`src/csist_pkg.sv`:
```
// Shared constants and types for the slave transmitter serial channel and its master
package csist_pkg;
  localparam int NCH = 2;                          // Channels in the unit
  localparam int CHW = 1;                          // Channel select width
  localparam int SS_W = 16;                        // Start and stop register width
  localparam int DW = 8;                           // Data register low byte width
  localparam logic [3:0] LEN7_BITS = 4'h7;         // Short frame
  localparam logic [3:0] LEN8_BITS = 4'h8;         // Long frame
  localparam logic [3:0] CNT_STEP = 4'h1;          // Bit counter step
  localparam int SCK_MIN_DIV = 6;                  // Serial clock at most operation clock / 6
  localparam int HOST_HALF = 8;                    // Master half period in operation clocks
  localparam logic CK_IDLE = 1'b1;                 // Internal clock idle level
  // Channel shift state
  typedef enum logic [0:0] {
    CH_IDLE  = 1'b0,
    CH_SHIFT = 1'b1
  } csist_ch_t;
  // Master sequencer state
  typedef enum logic [0:0] {
    HS_IDLE = 1'b0,
    HS_RUN  = 1'b1
  } csist_hs_t;
endpackage : csist_pkg

```
`src/csist_if.sv`:
```
// Two-wire link per channel, clock and data, between the serial master and the slave transmitter
`timescale 1ns/1ps
`default_nettype none
interface csist_if;
  logic [csist_pkg::NCH-1:0] sck;  // Serial clock per channel, master drives
  logic [csist_pkg::NCH-1:0] so;   // Serial data per channel, slave drives
  modport dev (input sck, output so);
  modport host (output sck, input so);
endinterface : csist_if
`default_nettype wire

```
`src/csist_dev.sv`:
```
// Slave transmitter serial unit: two channels shifting out on a master clock
// Notes on behaviour
// Data shifts only on the master-supplied clock
// Per-channel interrupt: transfer end or buffer empty
// Overrun is the only detected error
// Serial clock at most operation clock / 6
// Data phase bit picks first-bit timing
// Clock phase bit inverts the serial clock
// Start register bits 0,1 start channels
// Output enable set for the target channel
// Stop bit clears running status, halts channel
// Software waits for idle before stopping
// Output enable cleared stops data drive
// Stopped, disabled channel allows forced pin levels
// Clock supply removal resets the whole unit; the code leaves the clock synchroniser and edge history flops uncleared
// After clock removal, software fully reinitialises
// Write while buffer full overwrites pending data
// Interrupt select may change before last bit
// Select 1 buffer empty, 0 transfer end
// Frames of 7 or 8 bits, MSB/LSB first
// Low byte write fills buffer, sets full flag
`timescale 1ns/1ps
`default_nettype none
module csist_dev (
  input  wire logic                          REF_CLK,
  input  wire logic                          RST_B,
  input  wire logic                          PER_CLK_EN,
  input  wire logic                          SS_WR,
  input  wire logic [csist_pkg::SS_W-1:0]    SS_DATA,
  input  wire logic                          ST_WR,
  input  wire logic [csist_pkg::SS_W-1:0]    ST_DATA,
  input  wire logic [csist_pkg::NCH-1:0]     CH_SOE,
  input  wire logic [csist_pkg::NCH-1:0]     CKP,
  input  wire logic [csist_pkg::NCH-1:0]     DAP,
  input  wire logic [csist_pkg::NCH-1:0]     IRQ_SEL,
  input  wire logic [csist_pkg::NCH-1:0]     LEN8,
  input  wire logic [csist_pkg::NCH-1:0]     MSB_FIRST,
  input  wire logic [csist_pkg::NCH-1:0]     DATA_WR,
  input  wire logic [csist_pkg::DW-1:0]      DATA_IN,
  input  wire logic [csist_pkg::NCH-1:0]     OVF_CLR,
  input  wire logic [csist_pkg::NCH-1:0]     LVL_WR,
  input  wire logic [csist_pkg::NCH-1:0]     SO_LVL,
  input  wire logic [csist_pkg::NCH-1:0]     CKO_LVL,
  output logic      [csist_pkg::NCH-1:0]     RUNNING,
  output logic      [csist_pkg::NCH-1:0]     BUSY,
  output logic      [csist_pkg::NCH-1:0]     BUF_FULL,
  output logic      [csist_pkg::NCH-1:0]     OVF,
  output logic      [csist_pkg::NCH-1:0]     IRQ,
  output logic      [csist_pkg::NCH-1:0]     CKO,
  csist_if.dev                               LINK
);

  // Bit reversal for MSB-first frames
  function automatic logic [csist_pkg::DW-1:0] csist_rev(input logic [csist_pkg::DW-1:0] d);
    logic [csist_pkg::DW-1:0] r;
    r = '0;
    for (int i = 0; i < csist_pkg::DW; i++) begin
      r[i] = d[csist_pkg::DW-1-i];
    end
    return r;
  endfunction : csist_rev

  // Start and stop decode, upper bits ignored
  wire [csist_pkg::NCH-1:0] start_ch = {csist_pkg::NCH{SS_WR}} & SS_DATA[csist_pkg::NCH-1:0];
  wire [csist_pkg::NCH-1:0] stop_ch  = {csist_pkg::NCH{ST_WR}} & ST_DATA[csist_pkg::NCH-1:0];

  for (genvar c = 0; c < csist_pkg::NCH; c++) begin : g_ch
    logic                     sck_s1_r;
    logic                     sck_s2_r;
    logic                     ck_d_r;
    csist_pkg::csist_ch_t     st_r;
    csist_pkg::csist_ch_t     st_nxt;
    logic [csist_pkg::DW-1:0] sh_r;
    logic [csist_pkg::DW-1:0] buf_r;
    logic [3:0]               cnt_r;
    logic                     has_r;
    logic                     so_r;
    logic                     bff_r;
    logic                     ovf_r;
    logic                     irq_r;
    logic                     run_r;
    logic                     busy_r;
    logic                     slvl_r;
    logic                     clvl_r;
    logic                     pin_r;

    // Edge finding on the synchronised master clock
    wire ck        = sck_s2_r ^ CKP[c];
    wire ck_rise   = ck & ~ck_d_r;
    wire ck_fall   = ~ck & ck_d_r;
    wire smp_edge  = DAP[c] ? ck_fall : ck_rise;
    wire sft_edge  = DAP[c] ? ck_rise : ck_fall;
    wire act       = (st_r == csist_pkg::CH_SHIFT);
    wire [3:0] len = LEN8[c] ? csist_pkg::LEN8_BITS : csist_pkg::LEN7_BITS;

    // Sequencing terms
    wire run_nxt   = ~stop_ch[c] & (run_r | start_ch[c]);
    wire take      = act & smp_edge & has_r;
    wire fend      = take & (cnt_r == len - csist_pkg::CNT_STEP);
    wire load      = run_r & run_nxt & bff_r & (~act | fend);
    wire shift_out = act & sft_edge & ~has_r;
    wire ovr       = run_r & smp_edge & ~act;
    wire lvl_ok    = LVL_WR[c] & ~run_r & ~CH_SOE[c];

    // Frame word in shift order, first bit at bit 0
    wire [csist_pkg::DW-1:0] rv   = csist_rev(buf_r);
    wire [csist_pkg::DW-1:0] word = ~MSB_FIRST[c] ? buf_r :
                                    (LEN8[c] ? rv : (rv >> 1));

    // Channel state next value
    assign st_nxt = ~run_nxt ? csist_pkg::CH_IDLE :
                    load     ? csist_pkg::CH_SHIFT :
                    fend     ? csist_pkg::CH_IDLE : st_r;

    // Two-stage synchroniser and edge history
    always_ff @(posedge REF_CLK or negedge RST_B) begin
      if (!RST_B) begin
        sck_s1_r <= csist_pkg::CK_IDLE;
        sck_s2_r <= csist_pkg::CK_IDLE;
        ck_d_r   <= csist_pkg::CK_IDLE;
      end else begin
        sck_s1_r <= LINK.sck[c];
        sck_s2_r <= sck_s1_r;
        ck_d_r   <= ck;
      end
    end

    // Control, buffer and flags; clock removal clears the unit
    always_ff @(posedge REF_CLK or negedge RST_B) begin
      if (!RST_B) begin
        run_r  <= 1'b0;
        st_r   <= csist_pkg::CH_IDLE;
        buf_r  <= '0;
        bff_r  <= 1'b0;
        irq_r  <= 1'b0;
        ovf_r  <= 1'b0;
        busy_r <= 1'b0;
        slvl_r <= 1'b1;
        clvl_r <= 1'b1;
        pin_r  <= 1'b1;
      end else if (!PER_CLK_EN) begin
        run_r  <= 1'b0;
        st_r   <= csist_pkg::CH_IDLE;
        buf_r  <= '0;
        bff_r  <= 1'b0;
        irq_r  <= 1'b0;
        ovf_r  <= 1'b0;
        busy_r <= 1'b0;
        slvl_r <= 1'b1;
        clvl_r <= 1'b1;
        pin_r  <= 1'b1;
      end else begin
        run_r  <= run_nxt;
        st_r   <= st_nxt;
        buf_r  <= DATA_WR[c] ? DATA_IN : buf_r;
        bff_r  <= DATA_WR[c] | (bff_r & ~load);
        irq_r  <= (load & IRQ_SEL[c]) | (fend & ~IRQ_SEL[c]);
        ovf_r  <= ovr | (ovf_r & ~OVF_CLR[c]);
        busy_r <= act | bff_r;
        if (lvl_ok) begin
          slvl_r <= SO_LVL[c];
          clvl_r <= CKO_LVL[c];
        end
        pin_r  <= CH_SOE[c] ? so_r : slvl_r;
      end
    end

    // Shifter: load, present a bit, count a sampled bit
    always_ff @(posedge REF_CLK or negedge RST_B) begin
      if (!RST_B) begin
        sh_r  <= '0;
        cnt_r <= '0;
        has_r <= 1'b0;
        so_r  <= 1'b1;
      end else if (!PER_CLK_EN) begin
        sh_r  <= '0;
        cnt_r <= '0;
        has_r <= 1'b0;
        so_r  <= 1'b1;
      end else if (load) begin
        sh_r  <= DAP[c] ? (word >> 1) : word;
        so_r  <= DAP[c] ? word[0] : so_r;
        has_r <= DAP[c];
        cnt_r <= '0;
      end else if (!run_nxt) begin
        has_r <= 1'b0;
      end else if (shift_out) begin
        so_r  <= sh_r[0];
        sh_r  <= sh_r >> 1;
        has_r <= 1'b1;
      end else if (take) begin
        has_r <= 1'b0;
        cnt_r <= cnt_r + csist_pkg::CNT_STEP;
      end
    end

    // Port drive from flops
    assign RUNNING[c]  = run_r;
    assign BUSY[c]     = busy_r;
    assign BUF_FULL[c] = bff_r;
    assign OVF[c]      = ovf_r;
    assign IRQ[c]      = irq_r;
    assign CKO[c]      = clvl_r;
    assign LINK.so[c]  = pin_r;
  end

endmodule : csist_dev
`default_nettype wire

```
`src/flat_wrapper.sv`:
```
// flat-port wrapper written by rule: the top's interface ports become plain ports
module csist_dev_flat 
  (REF_CLK, RST_B, PER_CLK_EN, SS_WR, SS_DATA, ST_WR, ST_DATA, CH_SOE, CKP, DAP, IRQ_SEL, LEN8, MSB_FIRST, DATA_WR, DATA_IN, OVF_CLR, LVL_WR, SO_LVL, CKO_LVL, RUNNING, BUSY, BUF_FULL, OVF, IRQ, CKO, LINK_sck, LINK_so);
  csist_if LINK_i ();
  input  wire logic REF_CLK;
  input  wire logic RST_B;
  input  wire logic PER_CLK_EN;
  input  wire logic SS_WR;
  input  wire logic [csist_pkg::SS_W-1:0] SS_DATA;
  input  wire logic ST_WR;
  input  wire logic [csist_pkg::SS_W-1:0] ST_DATA;
  input  wire logic [csist_pkg::NCH-1:0] CH_SOE;
  input  wire logic [csist_pkg::NCH-1:0] CKP;
  input  wire logic [csist_pkg::NCH-1:0] DAP;
  input  wire logic [csist_pkg::NCH-1:0] IRQ_SEL;
  input  wire logic [csist_pkg::NCH-1:0] LEN8;
  input  wire logic [csist_pkg::NCH-1:0] MSB_FIRST;
  input  wire logic [csist_pkg::NCH-1:0] DATA_WR;
  input  wire logic [csist_pkg::DW-1:0] DATA_IN;
  input  wire logic [csist_pkg::NCH-1:0] OVF_CLR;
  input  wire logic [csist_pkg::NCH-1:0] LVL_WR;
  input  wire logic [csist_pkg::NCH-1:0] SO_LVL;
  input  wire logic [csist_pkg::NCH-1:0] CKO_LVL;
  output logic      [csist_pkg::NCH-1:0] RUNNING;
  output logic      [csist_pkg::NCH-1:0] BUSY;
  output logic      [csist_pkg::NCH-1:0] BUF_FULL;
  output logic      [csist_pkg::NCH-1:0] OVF;
  output logic      [csist_pkg::NCH-1:0] IRQ;
  output logic      [csist_pkg::NCH-1:0] CKO;
  input wire logic [$bits(LINK_i.sck)-1:0] LINK_sck;
  output wire logic [$bits(LINK_i.so)-1:0] LINK_so;
  assign LINK_i.sck = LINK_sck;
  assign LINK_so = LINK_i.so;
  csist_dev u_core (.REF_CLK(REF_CLK), .RST_B(RST_B), .PER_CLK_EN(PER_CLK_EN), .SS_WR(SS_WR), .SS_DATA(SS_DATA), .ST_WR(ST_WR), .ST_DATA(ST_DATA), .CH_SOE(CH_SOE), .CKP(CKP), .DAP(DAP), .IRQ_SEL(IRQ_SEL), .LEN8(LEN8), .MSB_FIRST(MSB_FIRST), .DATA_WR(DATA_WR), .DATA_IN(DATA_IN), .OVF_CLR(OVF_CLR), .LVL_WR(LVL_WR), .SO_LVL(SO_LVL), .CKO_LVL(CKO_LVL), .RUNNING(RUNNING), .BUSY(BUSY), .BUF_FULL(BUF_FULL), .OVF(OVF), .IRQ(IRQ), .CKO(CKO), .LINK(LINK_i));
endmodule
```
`config.mk`:
```
export PLATFORM = sky130hd
export DESIGN_NAME = csist_dev_flat
export DESIGN_NICKNAME = d
export VERILOG_FILES = /design/src/csist_pkg.sv /design/src/csist_if.sv /design/src/csist_dev.sv /design/src/flat_wrapper.sv
export SDC_FILE = /design/constraint.sdc
export NUM_CORES = 1
export LEC_CHECK = 0
export BUFFER_PORTS_ARGS = -buffer_cell sky130_fd_sc_hd__buf_2
export CAP_MARGIN = 20
export CELL_PAD_IN_SITES_DETAIL_PLACEMENT = 1
export CELL_PAD_IN_SITES_GLOBAL_PLACEMENT = 1
export CORE_ASPECT_RATIO = 0.5
export CORE_MARGIN = 10
export CORE_UTILIZATION = 44
export CTS_BUF_LIST = sky130_fd_sc_hd__clkbuf_4
export DETAILED_ROUTE_END_ITERATION = 8
export HOLD_SLACK_MARGIN = 0.03
export PLACE_DENSITY = 0.88
export SLEW_MARGIN = 20
export SYNTH_ARGS = -nofsm -noshare
export SYNTH_HDL_FRONTEND = slang
export SYNTH_SLANG_ARGS = --single-unit
export TNS_END_PERCENT = 30
```
`constraint.sdc`:
```
create_clock -name REF_CLK -period 2.9 [get_ports REF_CLK]
set_clock_uncertainty 0.1 [all_clocks]
set_input_delay 0 -clock REF_CLK [delete_from_list [all_inputs] [get_ports REF_CLK]]
set_output_delay 0 -clock REF_CLK [all_outputs]
set_load 0.02 [all_outputs]
```
Yosys cells after proc, flatten, opt, wreduce, memory -nomap -nowiden
Index checks and enable logic that the tools add are counted.
{ "classes": {"n_addsub": 4, "eq_ne": 20, "muxes": 84, "bitwise_logic": 74, "reduce_logical": 6} }
{ "ops": {"columns": ["op", "count"], "rows": [
  ["$mux W8", 18],
  ["$mux W1", 54],
  ["$mux W4", 12],
  ["$and A1 B1 Y1", 38],
  ["$not A1 Y1", 20],
  ["$ne A3 B1 Y1 const B", 6],
  ["$or A1 B1 Y1", 12],
  ["$reduce_and A3 Y1", 4],
  ["$ne A5 B5 Y1 const B", 2],
  ["$add A4 B1 Y4 const B", 2],
  ["$eq A4 B4 Y1", 2],
  ["$ne A2 B1 Y1 const B", 4],
  ["$ne A4 B4 Y1 const B", 2],
  ["$sub A4 B1 Y4 const B", 2],
  ["$ne A3 B2 Y1 const B", 2],
  ["$ne A3 B3 Y1 const B", 2],
  ["$and A2 B2 Y2", 2],
  ["$reduce_and A2 Y1", 2],
  ["$xor A1 B1 Y1", 2]
]} }
{ "word_totals": {"reg_bits": 68, "input_bits": 69, "output_inout_bits": 14, "word_cells": 222} }

Longest topological paths before layout
Gate-level depths: netlist of the first run.
{ "depth": {"ltp_word": 13, "depth_mapped": 7, "ltp_nobuf": 5} }

Worst setup path after synthesis of the first run
Ideal clock, no wire load.
{ "synth_path": {"path_kind": "reg2reg", "from": "reg u_core.g_ch[0].sck_s2_r", "to": "reg u_core.g_ch[0].cnt_r[2]", "setup_time_ns": 0.078, "t_arrival_ns": 1.818, "required_ns": 2.722, "slack_ns": 0.904, "stages_incl_launch_ff": 6, "n_path_buf": 0, "synth_period_minus_slack_ns": 1.996, "cell_sequence": "dfstp_2 -> xor2_1 -> mux2i_2 -> nand4_1 -> or3_1 -> a21oi_1"} }
{ "synth_between": {"elab_chain_cells": 11, "elab_cells_between_ends": 19, "classes_between": "eq/ne (3); mux (4); bitwise (11); reduce/logical (1)"} }
{ "synth_rtl": {"columns": ["element", "line", "rtl"], "rows": [
  ["start, declared", "csist_dev.sv:69", "logic sck_s2_r;"],
  ["start signal, assigned", "csist_dev.sv:119", "sck_s2_r <= csist_pkg::CK_IDLE;"],
  ["start signal, assigned", "csist_dev.sv:123", "sck_s2_r <= sck_s1_r;"],
  ["$xor A1 B1 Y1 *", "csist_dev.sv:88", "wire ck = sck_s2_r ^ CKP[c];"],
  ["via u_core.g_ch[0].ck", "csist_dev.sv:88", null],
  ["$not A1 Y1", "csist_dev.sv:90", "wire ck_fall = ~ck & ck_d_r;"],
  ["$and A1 B1 Y1", "csist_dev.sv:90", null],
  ["$mux W1", "csist_dev.sv:91", "wire smp_edge = DAP[c] ? ck_fall : ck_rise;"],
  ["$and A1 B1 Y1 (2 in series)", "csist_dev.sv:98", "wire take = act & smp_edge & has_r;"],
  ["$and A1 B1 Y1", "csist_dev.sv:99", "wire fend = take & (cnt_r == len - csist_pkg::CNT_STEP);"],
  ["$or A1 B1 Y1", "csist_dev.sv:100", "wire load = run_r & run_nxt & bff_r & (~act | fend);"],
  ["$and A1 B1 Y1", "csist_dev.sv:100", null],
  ["$ne A3 B1 Y1 (no source line), or another cell as far along", null, null],
  ["$reduce_and A3 Y1 (no source line) / $mux W4 (equally long branches)", null, null],
  ["end signal, assigned", "csist_dev.sv:193", "cnt_r <= cnt_r + csist_pkg::CNT_STEP;"],
  ["end, declared", "csist_dev.sv:75", "logic [3:0] cnt_r;"]
]} }
The timed path passes the listed nets; every way through them passes the cells marked *.
A chain may end at the register's enable or synchronous reset.

Final worst setup path of the first run
{ "layout_path": {"from": "reg u_core.g_ch[0].run_r", "to": "reg u_core.g_ch[0].slvl_r"} }
{ "layout_between": {"elab_chain_cells": 4} }
{ "layout_rtl": {"columns": ["element", "line", "rtl"], "rows": [
  ["start, declared", "csist_dev.sv:81", "logic run_r;"],
  ["start signal, assigned", "csist_dev.sv:153", "run_r <= run_nxt;"],
  ["$not A1 Y1", "csist_dev.sv:103", "wire lvl_ok = LVL_WR[c] & ~run_r & ~CH_SOE[c];"],
  ["$and A1 B1 Y1 (2 in series)", "csist_dev.sv:103", null],
  ["$ne A2 B1 Y1 (no source line)", null, null],
  ["end signal, assigned", "csist_dev.sv:161", "slvl_r <= SO_LVL[c];"],
  ["end, declared", "csist_dev.sv:83", "logic slvl_r;"]
]} }
Every way passes these cells.

==> impl_metrics.json, run 1 <==
{
  "crit_chain": "nor3b_1 -> mux2i_1 -> dlygate4sd3_1 -> nand2_1 -> dlygate4sd3_1",
  "hp-class": "input pin to register",
  "synthFlopType": "dfrtp_1",
  "layout_setup_ws_ns": 0.343,
  "synth_edf_count": 0,
  "yosysSeqAreaShare": 0.442,
  "grt_antenna_before_repair": 0,
  "cp.required_ns": 3.19,
  "drive_gt1_frac": 0.245,
  "syn_nets": 437,
  "die_h_um": 86.5,
  "end_kind": "register",
  "postSynthCellCount": 366,
  "period_minus_slack_ns": 2.56,
  "drt-total-wl_um": 13000,
  "clock_sinks": 68,
  "die_w_um": 153,
  "hold_start": "MSB_FIRST[1]",
  "io_pins": 83,
  "arrival_ns": 2.85,
  "whs_ns": 0.0551,
  "timing.fmax_mhz": 391,
  "cts_root_buf": "clkbuf_4",
  "tritoncts": "built",
  "power_density_mw_per_mm2": 428,
  "first_iter_violations": 250,
  "floorplan.initialDensity": 0.450,
  "clockBufferDepth": 2,
  "track_usage": 0.196,
  "design.core.area_sq_mm": 0.00865,
  "clk_pin_slew_ns": 0.13,
  "cp-start-kind": "register",
  "finalHoldViolCount": 0,
  "grt_max_degree": 40,
  "drc": 0,
  "cp_slowest_cell": "dlygate4sd3_1",
  "vias": 3253,
  "vdd_ir_drop_max_mv": 0.287,
  "whs_endpoint": "u_core.g_ch[1].sh_r[3]$_DFFE_PN0P_",
  "ys_types": 61,
  "final_cell_mix": "mux2i_1 (61), buf_2 (54), dfrtp_1 (54)",
  "io_buffers": 54,
  "rsz0062_at_grt": "no",
  "period_share": 0.882,
  "nNetsFinal": 515,
  "fillCellCount": 952,
  "crit_path_frequent_cell": "dlygate4sd3_1",
  "cts-buffers-inserted": 9,
  "hold_depth": 4,
  "mostFrequentLayoutCell": "mux2i_1",
  "ant_nets": 0,
  "viasPerCell": 5.75,
  "r2r-end": "u_core.g_ch[0].slvl_r$_DFFE_PN1P_",
  "r2r_slack_ns": 0.34,
  "dieArea_sq_mm": 0.0132,
  "stdcell_area_sq_mm": 0.00468,
  "relSlewSlack": 0.349,
  "synth-seq-cells": 68,
  "clkLatencyLatePin_ns": 0.46,
  "syn_avg_cell_area_sq_um": 10.6,
  "fp-row-count": 24,
  "crit_type": "register to register",
  "grt_first_pass_wirelength_um": 20600,
  "antenna_cells": 0,
  "hpwl_um": 6710,
  "static-leakage-power_nw": 2.23,
  "tns_ns": 0,
  "gp_congestion": 0.772,
  "synth-async-reset-ratio": 1.00,
  "status": "complete, no violations",
  "critical-path-top-delay-family": "buffers and inverters",
  "r2r_cells": 5,
  "tightest_slew_ns": 0.974,
  "synth_warnings": 0,
  "routedWlPerCell_um": 22.9,
  "slew_violations": 0,
  "grt_pass1_vias": 3543,
  "r2r_start": "u_core.g_ch[0].run_r$_DFF_PN0_",
  "first_pass_iters": 4,
  "worst-path-buf-inv": 2,
  "area_growth_pct": 20.2,
  "critical-path-max-stage-delay_ns": 0.61,
  "max-cap-violations": 0,
  "setup_viol_count_final": 0,
  "htree_levels": 3,
  "grt-ovfl-total": 0,
  "critPathMaxFanout": 5,
  "dp_slack_ns": 0.538,
  "synthesis.area_sq_mm": 0.00389,
  "placed_area_sq_mm": 0.00413
}
logic make-up after synthesis:
kind of cell    after synthesis  share of synthesized area
simple gates                 98                      0.141
mux                          75                      0.201
compound gates               72                      0.121
flops                        68                      0.442
buf+inv                      42                     0.0636
xor+xnor                      9                     0.0251
fa+ha+maj                     2                    0.00643
layer usage:
metal,GRT usage,share of wire,vias to the layer above
met2,0.347,0.51,128
li1,-,-,1448
met3,0.0351,0.048,44
met1,0.223,0.40,1633
met4,0.113,0.040,0
met5,0,0,-
stage by stage:
step | utilization | power (W) | std cells
3_3_place_gp | 0.477 | 0.00129 | 508
2_1_floorplan | - | 0.00121 | 366
5_1_grt | 0.541 | 0.00208 | 566
4_1_cts | 0.541 | 0.00196 | 566
6_report | 0.541 | 0.00200 | 566
3_5_place_dp | 0.477 | 0.00130 | 508
worst max-delay path by stage:
stage	start	slack, ns	cells past startpoint	endpoint
final	u_core.g_ch[0].run_r$_DFF_PN0_	0.34	5	u_core.g_ch[0].slvl_r$_DFFE_PN1P_
after global routing	u_core.g_ch[1].act$_DFFE_PN0P_	0.18	5	u_core.g_ch[1].so_r$_DFFE_PN1P_
after CTS	u_core.g_ch[0].run_r$_DFF_PN0_	0.49	5	u_core.g_ch[0].clvl_r$_DFFE_PN1P_
after detailed placement	u_core.g_ch[1].act$_DFFE_PN0P_	0.54	5	u_core.g_ch[1].so_r$_DFFE_PN1P_
after global placement	u_core.g_ch[1].act$_DFFE_PN0P_	0.61	5	u_core.g_ch[1].so_r$_DFFE_PN1P_
after floorplan	u_core.g_ch[0].sck_s2_r$_DFF_PN1_	0.90	5	u_core.g_ch[0].cnt_r[2]$_DFFE_PN0P_
registers in the layout (all words and copies together) (netlist names):
register / cells
u_core.g_ch.clvl_r: 2
u_core.g_ch.run_r: 2
u_core.g_ch.so_r: 2
u_core.g_ch.ovf_r: 2
u_core.g_ch.sck_s1_r: 2
u_core.g_ch.ck_d_r: 2
u_core.g_ch.has_r: 2
u_core.g_ch.irq_r: 2
u_core.g_ch.slvl_r: 2
u_core.g_ch.sck_s2_r: 2
u_core.g_ch.bff_r: 2
u_core.g_ch.pin_r: 2
u_core.g_ch.sh_r: 16
u_core.g_ch.cnt_r: 8
u_core.g_ch.buf_r: 16
u_core.g_ch.act: 2
u_core.g_ch.busy_r: 2
worst reg2reg max path, stage by stage (launching register included):
cell	delay [ns]
dfrtp_1	0.48
nor3b_1	0.42
mux2i_1	0.24
dlygate4sd3_1	0.58
nand2_1	0.07
dlygate4sd3_1	0.61
final cells by class:
| class | count | area [sq um] | share of cell area |
|---|---|---|---|
| Multi-Input combinational cell | 256 | 1930 | 0.411 |
| Sequential cell | 68 | 1720 | 0.367 |
| Timing Repair Buffer | 101 | 728 | 0.156 |
| Tap cell | 117 | 146 | 0.0313 |
| Clock buffer | 10 | 75.1 | 0.0160 |
| Clock inverter | 6 | 55.1 | 0.0118 |
| Inverter | 8 | 30.0 | 0.00642 |
synth_stat cells (3+ instances only):
cell / count / share of area
mux2_2: 12 / 0.035
nand3_1: 3 / 0.0039
dfstp_2: 14 / 0.095
and2_1: 5 / 0.0080
o21ai_1: 12 / 0.015
a31oi_1: 3 / 0.0048
nor3b_1: 5 / 0.0096
clkbuf_1: 9 / 0.0087
mux2i_1: 61 / 0.16
o21a_1: 7 / 0.014
nor2b_1: 20 / 0.032
buf_4: 18 / 0.035
nor3_1: 4 / 0.0051
nand3b_1: 4 / 0.0077
o21ai_0: 5 / 0.0064
a211oi_1: 4 / 0.0077
and3_1: 4 / 0.0064
a21oi_1: 23 / 0.030
nand2_1: 17 / 0.016
inv_1: 6 / 0.0058
xor2_1: 7 / 0.016
buf_2: 3 / 0.0039
nand4_1: 4 / 0.0064
dfrtp_1: 54 / 0.35
nor2_1: 18 / 0.017
repair_timing:
item / 4_1_cts / 5_1_grt
hold buffers: 42 / 0
resized for setup: 0 / 0
buffers inserted: 0 / 0
hold endpoints to repair: 80 / 0
where the power goes:
group / total, W / internal [W] / switching [W] / leakage (nW)
Sequential: 0.00103 / 0.000989 / 0.0000374 / 0.883
Combinational: 0.000337 / 0.000152 / 0.000184 / 1.28
Clock: 0.000641 / 0.000264 / 0.000377 / 0.0712
Note: power is estimated with default switching activity, not from simulation.
==> run 2, diff against run 1 <==
- CORE_UTILIZATION: 44 -> 47
- PLACE_DENSITY: 0.88 -> 0.92
- clock period: 2.9 -> 3.1 ns (I/O delays scaled with it)
==> run 2 against run 1 <==
  * First-iteration DRC count rose by 12%
  * Register-to-register slack got worse by 0.08 ns
  * Highest routed layer unchanged
  * Count of clock-buffer cells in the layout is 2 higher
  * Hold slack better by 0.031 ns
  * Flip-flop and latch count stayed put
  * Core utilization up 4.4 points
  * Sequential power shrank 7%
  * Clock power shrank 20%
==> impl_metrics.json, run 2 (synthesis gave the netlist of run 1 again) <==
{
  "r2r_slack_ns": 0.26,
  "top_layer": "met4",
  "grt_pass1_vias": 3635,
  "totalPowerFinal_w": 0.00180,
  "io_buffers": 54,
  "first_iter_violations": 279,
  "crit_type": "register to register",
  "final_cell_mix": "mux2i_1 (61), buf_2 (54), dfrtp_1 (54)",
  "clk_pin_slew_ns": 0.11,
  "finalHoldViolCount": 0,
  "nNetsFinal": 519,
  "wl_met3_um": 712,
  "crit_chain": "a21oi_1 -> dlygate4sd3_1 -> nor2_1 -> nand3b_1 -> o2111a_1 -> a311oi_2",
  "cts_root_buf": "clkbuf_4",
  "mostFrequentLayoutCell": "mux2i_1",
  "cp-start-kind": "register",
  "end_kind": "register",
  "drt-met1-wl_um": 5720,
  "cts_resized": 0,
  "viasPerCell": 5.83,
  "timing.fmax_mhz": 352,
  "static-leakage-power_nw": 2.24,
  "tns_ns": 0,
  "dr_wl_met2_um": 6840,
  "drive_gt1_frac": 0.238,
  "clock_sinks": 68,
  "slew_violations": 0,
  "htree_levels": 3,
  "grt_antenna_before_repair": 2,
  "status": "complete, no violations",
  "period_share": 0.917,
  "vdd_ir_drop_max_mv": 0.172,
  "critical-path-max-stage-delay_ns": 0.58,
  "power_density_mw_per_mm2": 384,
  "track_usage": 0.221,
  "setup_viol_count_final": 0,
  "die_w_um": 149,
  "vias": 3304,
  "critPathMaxFanout": 10,
  "clockBufferDepth": 2,
  "arrival_ns": 3.08,
  "first_pass_iters": 5,
  "clkLatencyLatePin_ns": 0.45,
  "die_h_um": 84.4,
  "io_pins": 83,
  "design.core.area_sq_mm": 0.00803,
  "cp_slowest_cell": "dlygate4sd3_1",
  "area_growth_pct": 20.7,
  "cp.required_ns": 3.34,
  "cts-buffers-inserted": 9,
  "tritoncts": "built",
  "max-cap-violations": 0,
  "hp-class": "input pin to register",
  "routedWlPerCell_um": 24.2,
  "grt_max_degree": 57,
  "ant_nets": 0,
  "tightest_slew_ns": 0.997,
  "gp_congestion": 0.818,
  "drc": 0,
  "grt_first_pass_wirelength_um": 21700,
  "floorplan.initialDensity": 0.485,
  "period_minus_slack_ns": 2.84,
  "relSlewSlack": 0.333,
  "rsz0062_at_grt": "no",
  "fp-row-count": 23,
  "top_regs": "u_core.g_ch.buf_r: 16 flops, u_core.g_ch.sh_r: 16 flops, u_core.g_ch.cnt_r: 8 flops",
  "grt-ovfl-total": 0,
  "dieArea_sq_mm": 0.0125,
  "hpwl_um": 7170,
  "drt-total-wl_um": 13700
}
run 2: final cells by class:
cell class / count / area, sq um
Clock inverter: 4 / 16.3
Tap cell: 112 / 140
Antenna cell: 2 / 5.00
Clock buffer: 12 / 90.1
Inverter: 8 / 30.0
Sequential cell: 68 / 1720
Timing Repair Buffer: 105 / 771
Multi-Input combinational cell: 256 / 1930
Fill cell: 878 / 3330
run 2: where the power goes:
part / switching (W) / total, W / internal (W)
registers: 0.0000349 / 0.000960 / 0.000925
clock network: 0.000330 / 0.000514 / 0.000183
logic: 0.000181 / 0.000330 / 0.000149
total: 0.000546 / 0.00180 / 0.00126
run 2: what timing repair did:
| action | CTS | global route |
|---|---|---|
| endpoints found under the hold margin | 99 | 0 |
| endpoints found under the setup margin | 0 | 0 |
| buffers inserted | 0 | 0 |
| hold buffers | 47 | 0 |
run 2: worst paths after layout:
path	startpoint	endpoint	cells past startpoint
setup / recovery	u_core.g_ch[1].run_r$_DFF_PN0_	u_core.g_ch[1].so_r$_DFFE_PN1P_	6
hold / removal	ST_DATA[1]	u_core.g_ch[1].act$_DFFE_PN0P_	4
setup reg to reg	u_core.g_ch[1].run_r$_DFF_PN0_	u_core.g_ch[1].so_r$_DFFE_PN1P_	6
hold reg to reg	u_core.g_ch[0].sck_s1_r$_DFF_PN1_	u_core.g_ch[0].sck_s2_r$_DFF_PN1_	0
max in group asynchronous	RST_B	u_core.g_ch[1].buf_r[2]$_DFFE_PN0P_	4
min in group asynchronous	RST_B	u_core.g_ch[1].sck_s1_r$_DFF_PN1_	3
run 2: per-layer routing:
metal  vias to the layer above  GRT usage
li1                       1452          -
met2                       131      0.373
met5                         -          0
met4                         0     0.0993
met1                      1676      0.254
met3                        45     0.0675
run 2: per-stage QoR:
stage / cell area (sq um) / instances / hold slack [ns] / util / setup slack [ns]
floorplan: 3890 / 366 / -0.396 / - / 1.10
global placement: 4120 / 502 / -0.154 / 0.513 / 0.803
detailed placement: 4120 / 502 / -0.149 / 0.513 / 0.688
CTS: 4690 / 565 / 0.0329 / 0.584 / 0.472
global route: 4700 / 567 / 0.0708 / 0.585 / 0.0859
finish: 4700 / 567 / 0.0858 / 0.585 / 0.258
run 2: worst max-delay path, delay by kind of cell (launching register included):
| kind | cells | cell delay (ns) |
|---|---|---|
| flip-flops | 1 | 0.46 |
| AO/OA/AOI/OAI | 3 | 0.77 |
| buffers and inverters | 1 | 0.58 |
| AND/OR/NAND/NOR | 2 | 0.84 |
==> run 3, diff against run 2 <==
- RECOVER_POWER: unset -> 100
==> run 3 against run 2 <==
  * Hold slack got worse by 0.013 ns
  * Cell area is 1.8% lower
  * Via count decreased by 0.27%
  * Cell count unchanged
  * Worst setup slack worse by 0.035 ns
  * Flip-flop and latch count stayed put
  * The flow now finishes with violations (capacitance limit, slew limit)
  * Total power shrank 0.70%
  * Combinational power is 4% lower
  * Die area unchanged
  * Core utilization fell by 1.0 points
  * Largest power group unchanged
==> impl_metrics.json, run 3 (synthesis gave the netlist of run 1 again) <==
{
  "r2r-end": "u_core.g_ch[1].so_r$_DFFE_PN1P_",
  "drc": 0,
  "first_pass_iters": 4,
  "finish.utilization": 0.575,
  "fp-row-count": 23,
  "setup_viol_count_final": 0,
  "drive_gt1_frac": 0.174,
  "regArea_sq_mm": 0.00172,
  "status": "complete, but fails checks",
  "tightest_slew_ns": 1.94,
  "period_minus_slack_ns": 2.88,
  "relSlewSlack": -0.290,
  "clock_sinks": 68,
  "design.core.area_sq_mm": 0.00803,
  "dieArea_sq_mm": 0.0125,
  "nNetsFinal": 519,
  "cp-start-kind": "register",
  "area_growth_pct": 18.5,
  "hold_depth": 4,
  "final_cell_mix": "mux2i_1 (63), dfrtp_1 (54), dlygate4sd3_1 (47)",
  "cts-buffers-inserted": 9,
  "critPathMaxFanout": 21,
  "grt_antenna_before_repair": 2,
  "ant_nets": 0,
  "tns_ns": 0,
  "die_h_um": 84.4,
  "multi_input_area_sq_mm": 0.00188,
  "floorplan.initialDensity": 0.485,
  "arrival_ns": 3.13,
  "power_density_mw_per_mm2": 388,
  "tritoncts": "built",
  "drt-total-wl_um": 13600,
  "hpwl_um": 7170,
  "first_iter_violations": 277,
  "io_buffers": 54,
  "grt_max_degree": 57,
  "htree_levels": 3,
  "r2r_cells": 5,
  "cts_setup_buffers": 0,
  "io_pins": 83,
  "max-cap-violations": 1,
  "grt_pass1_vias": 3635,
  "whs_endpoint": "u_core.g_ch[1].act$_DFFE_PN0P_",
  "viasPerCell": 5.81,
  "violations": "capacitance limit, slew limit",
  "hp-class": "input pin to register",
  "cts_resized": 0,
  "clkLatencyLatePin_ns": 0.46,
  "crit_type": "register to register",
  "routedWlPerCell_um": 24.0,
  "clockBufferDepth": 2,
  "cp.required_ns": 3.35,
  "fillCellCount": 899,
  "cts_root_buf": "clkbuf_4",
  "grt_first_pass_wirelength_um": 21700,
  "gp_congestion": 0.818,
  "vdd_ir_drop_max_mv": 0.171,
  "slew_violations": 35,
  "vias": 3295,
  "r2r_start": "u_core.g_ch[1].sck_s2_r$_DFF_PN1_",
  "die_w_um": 149,
  "timing.fmax_mhz": 348,
  "period_share": 0.928,
  "top_regs": "u_core.g_ch.buf_r: 16 flops, u_core.g_ch.sh_r: 16 flops, u_core.g_ch.cnt_r: 8 flops",
  "hold_start": "ST_DATA[1]",
  "totalPowerFinal_w": 0.00179,
  "r2r_slack_ns": 0.22,
  "rsz0062_at_grt": "no",
  "finalHoldViolCount": 0,
  "clk_pin_slew_ns": 0.11,
  "end_kind": "register",
  "placedCellCount": 502,
  "mostFrequentLayoutCell": "mux2i_1",
  "static-leakage-power_nw": 2.16,
  "finalNonFillerCells": 567,
  "grt-ovfl-total": 0,
  "track_usage": 0.221
}
run 3: changes by cell type in the layout (fill, tap and decap cells not counted), sizes merged:
cell and change:
buf -21, clkbuf +21
run 3: critical path: stages (launching register included):
cell,delay (ns)
dfstp_1,0.38
xnor2_1,0.48
mux2i_1,0.33
a31oi_2,0.90
nor2_1,0.22
a311oi_2,0.37
run 3: worst max-delay path by stage:
stage | from | endpoint | cells past startpoint
final | u_core.g_ch[1].sck_s2_r$_DFF_PN1_ | u_core.g_ch[1].so_r$_DFFE_PN1P_ | 5
after global routing | u_core.g_ch[1].sck_s2_r$_DFF_PN1_ | u_core.g_ch[1].so_r$_DFFE_PN1P_ | 5
after CTS | u_core.g_ch[1].run_r$_DFF_PN0_ | u_core.g_ch[1].so_r$_DFFE_PN1P_ | 6
after detailed placement | u_core.g_ch[1].sck_s2_r$_DFF_PN1_ | u_core.g_ch[1].so_r$_DFFE_PN1P_ | 5
after global placement | u_core.g_ch[1].act$_DFFE_PN0P_ | u_core.g_ch[1].so_r$_DFFE_PN1P_ | 5
after floorplan | u_core.g_ch[0].sck_s2_r$_DFF_PN1_ | u_core.g_ch[0].cnt_r[2]$_DFFE_PN0P_ | 5
run 3: timing repair:
item,in CTS,in global routing
hold buffers,47,0
endpoints found under the hold margin,99,0
endpoints found under the setup margin,0,0
run 3: area by class of cell:
class | count | share of cell area
antenna | 2 | 0.00108
clock buffer | 12 | 0.0195
clock inverter | 4 | 0.00352
inverter | 8 | 0.00651
multi-input combinational | 256 | 0.407
sequential | 68 | 0.373
tap | 112 | 0.0304
timing repair buffer | 105 | 0.159
run 3: power by group:
| group | leakage [nW] | switching (W) | internal (W) | total [W] |
|---|---|---|---|---|
| sequential | 0.880 | 0.0000340 | 0.000924 | 0.000958 |
| clock | 0.0638 | 0.000332 | 0.000183 | 0.000515 |
| combinational | 1.22 | 0.000178 | 0.000140 | 0.000318 |
| total | 2.16 | 0.000544 | 0.00125 | 0.00179 |
run 3: layer usage:
layer  vias to the layer above  GRT usage  routed length (um)
li1                       1460          -                   -
met5                         -          0                   0
met1                      1667      0.254                5590
met2                       130      0.373                6930
met3                        38     0.0675                 693
met4                         0     0.0993                 409
run 3: stage by stage:
| stage | hold slack, ns | setup slack [ns] | instance area (sq um) |
|---|---|---|---|
| after floorplan | -0.396 | 1.10 | 3890 |
| after global placement | -0.154 | 0.803 | 4120 |
| after detailed placement | -0.149 | 0.688 | 4120 |
| after CTS | 0.0329 | 0.472 | 4690 |
| after global routing | 0.0531 | 0.0611 | 4610 |
| final | 0.0727 | 0.224 | 4610 |
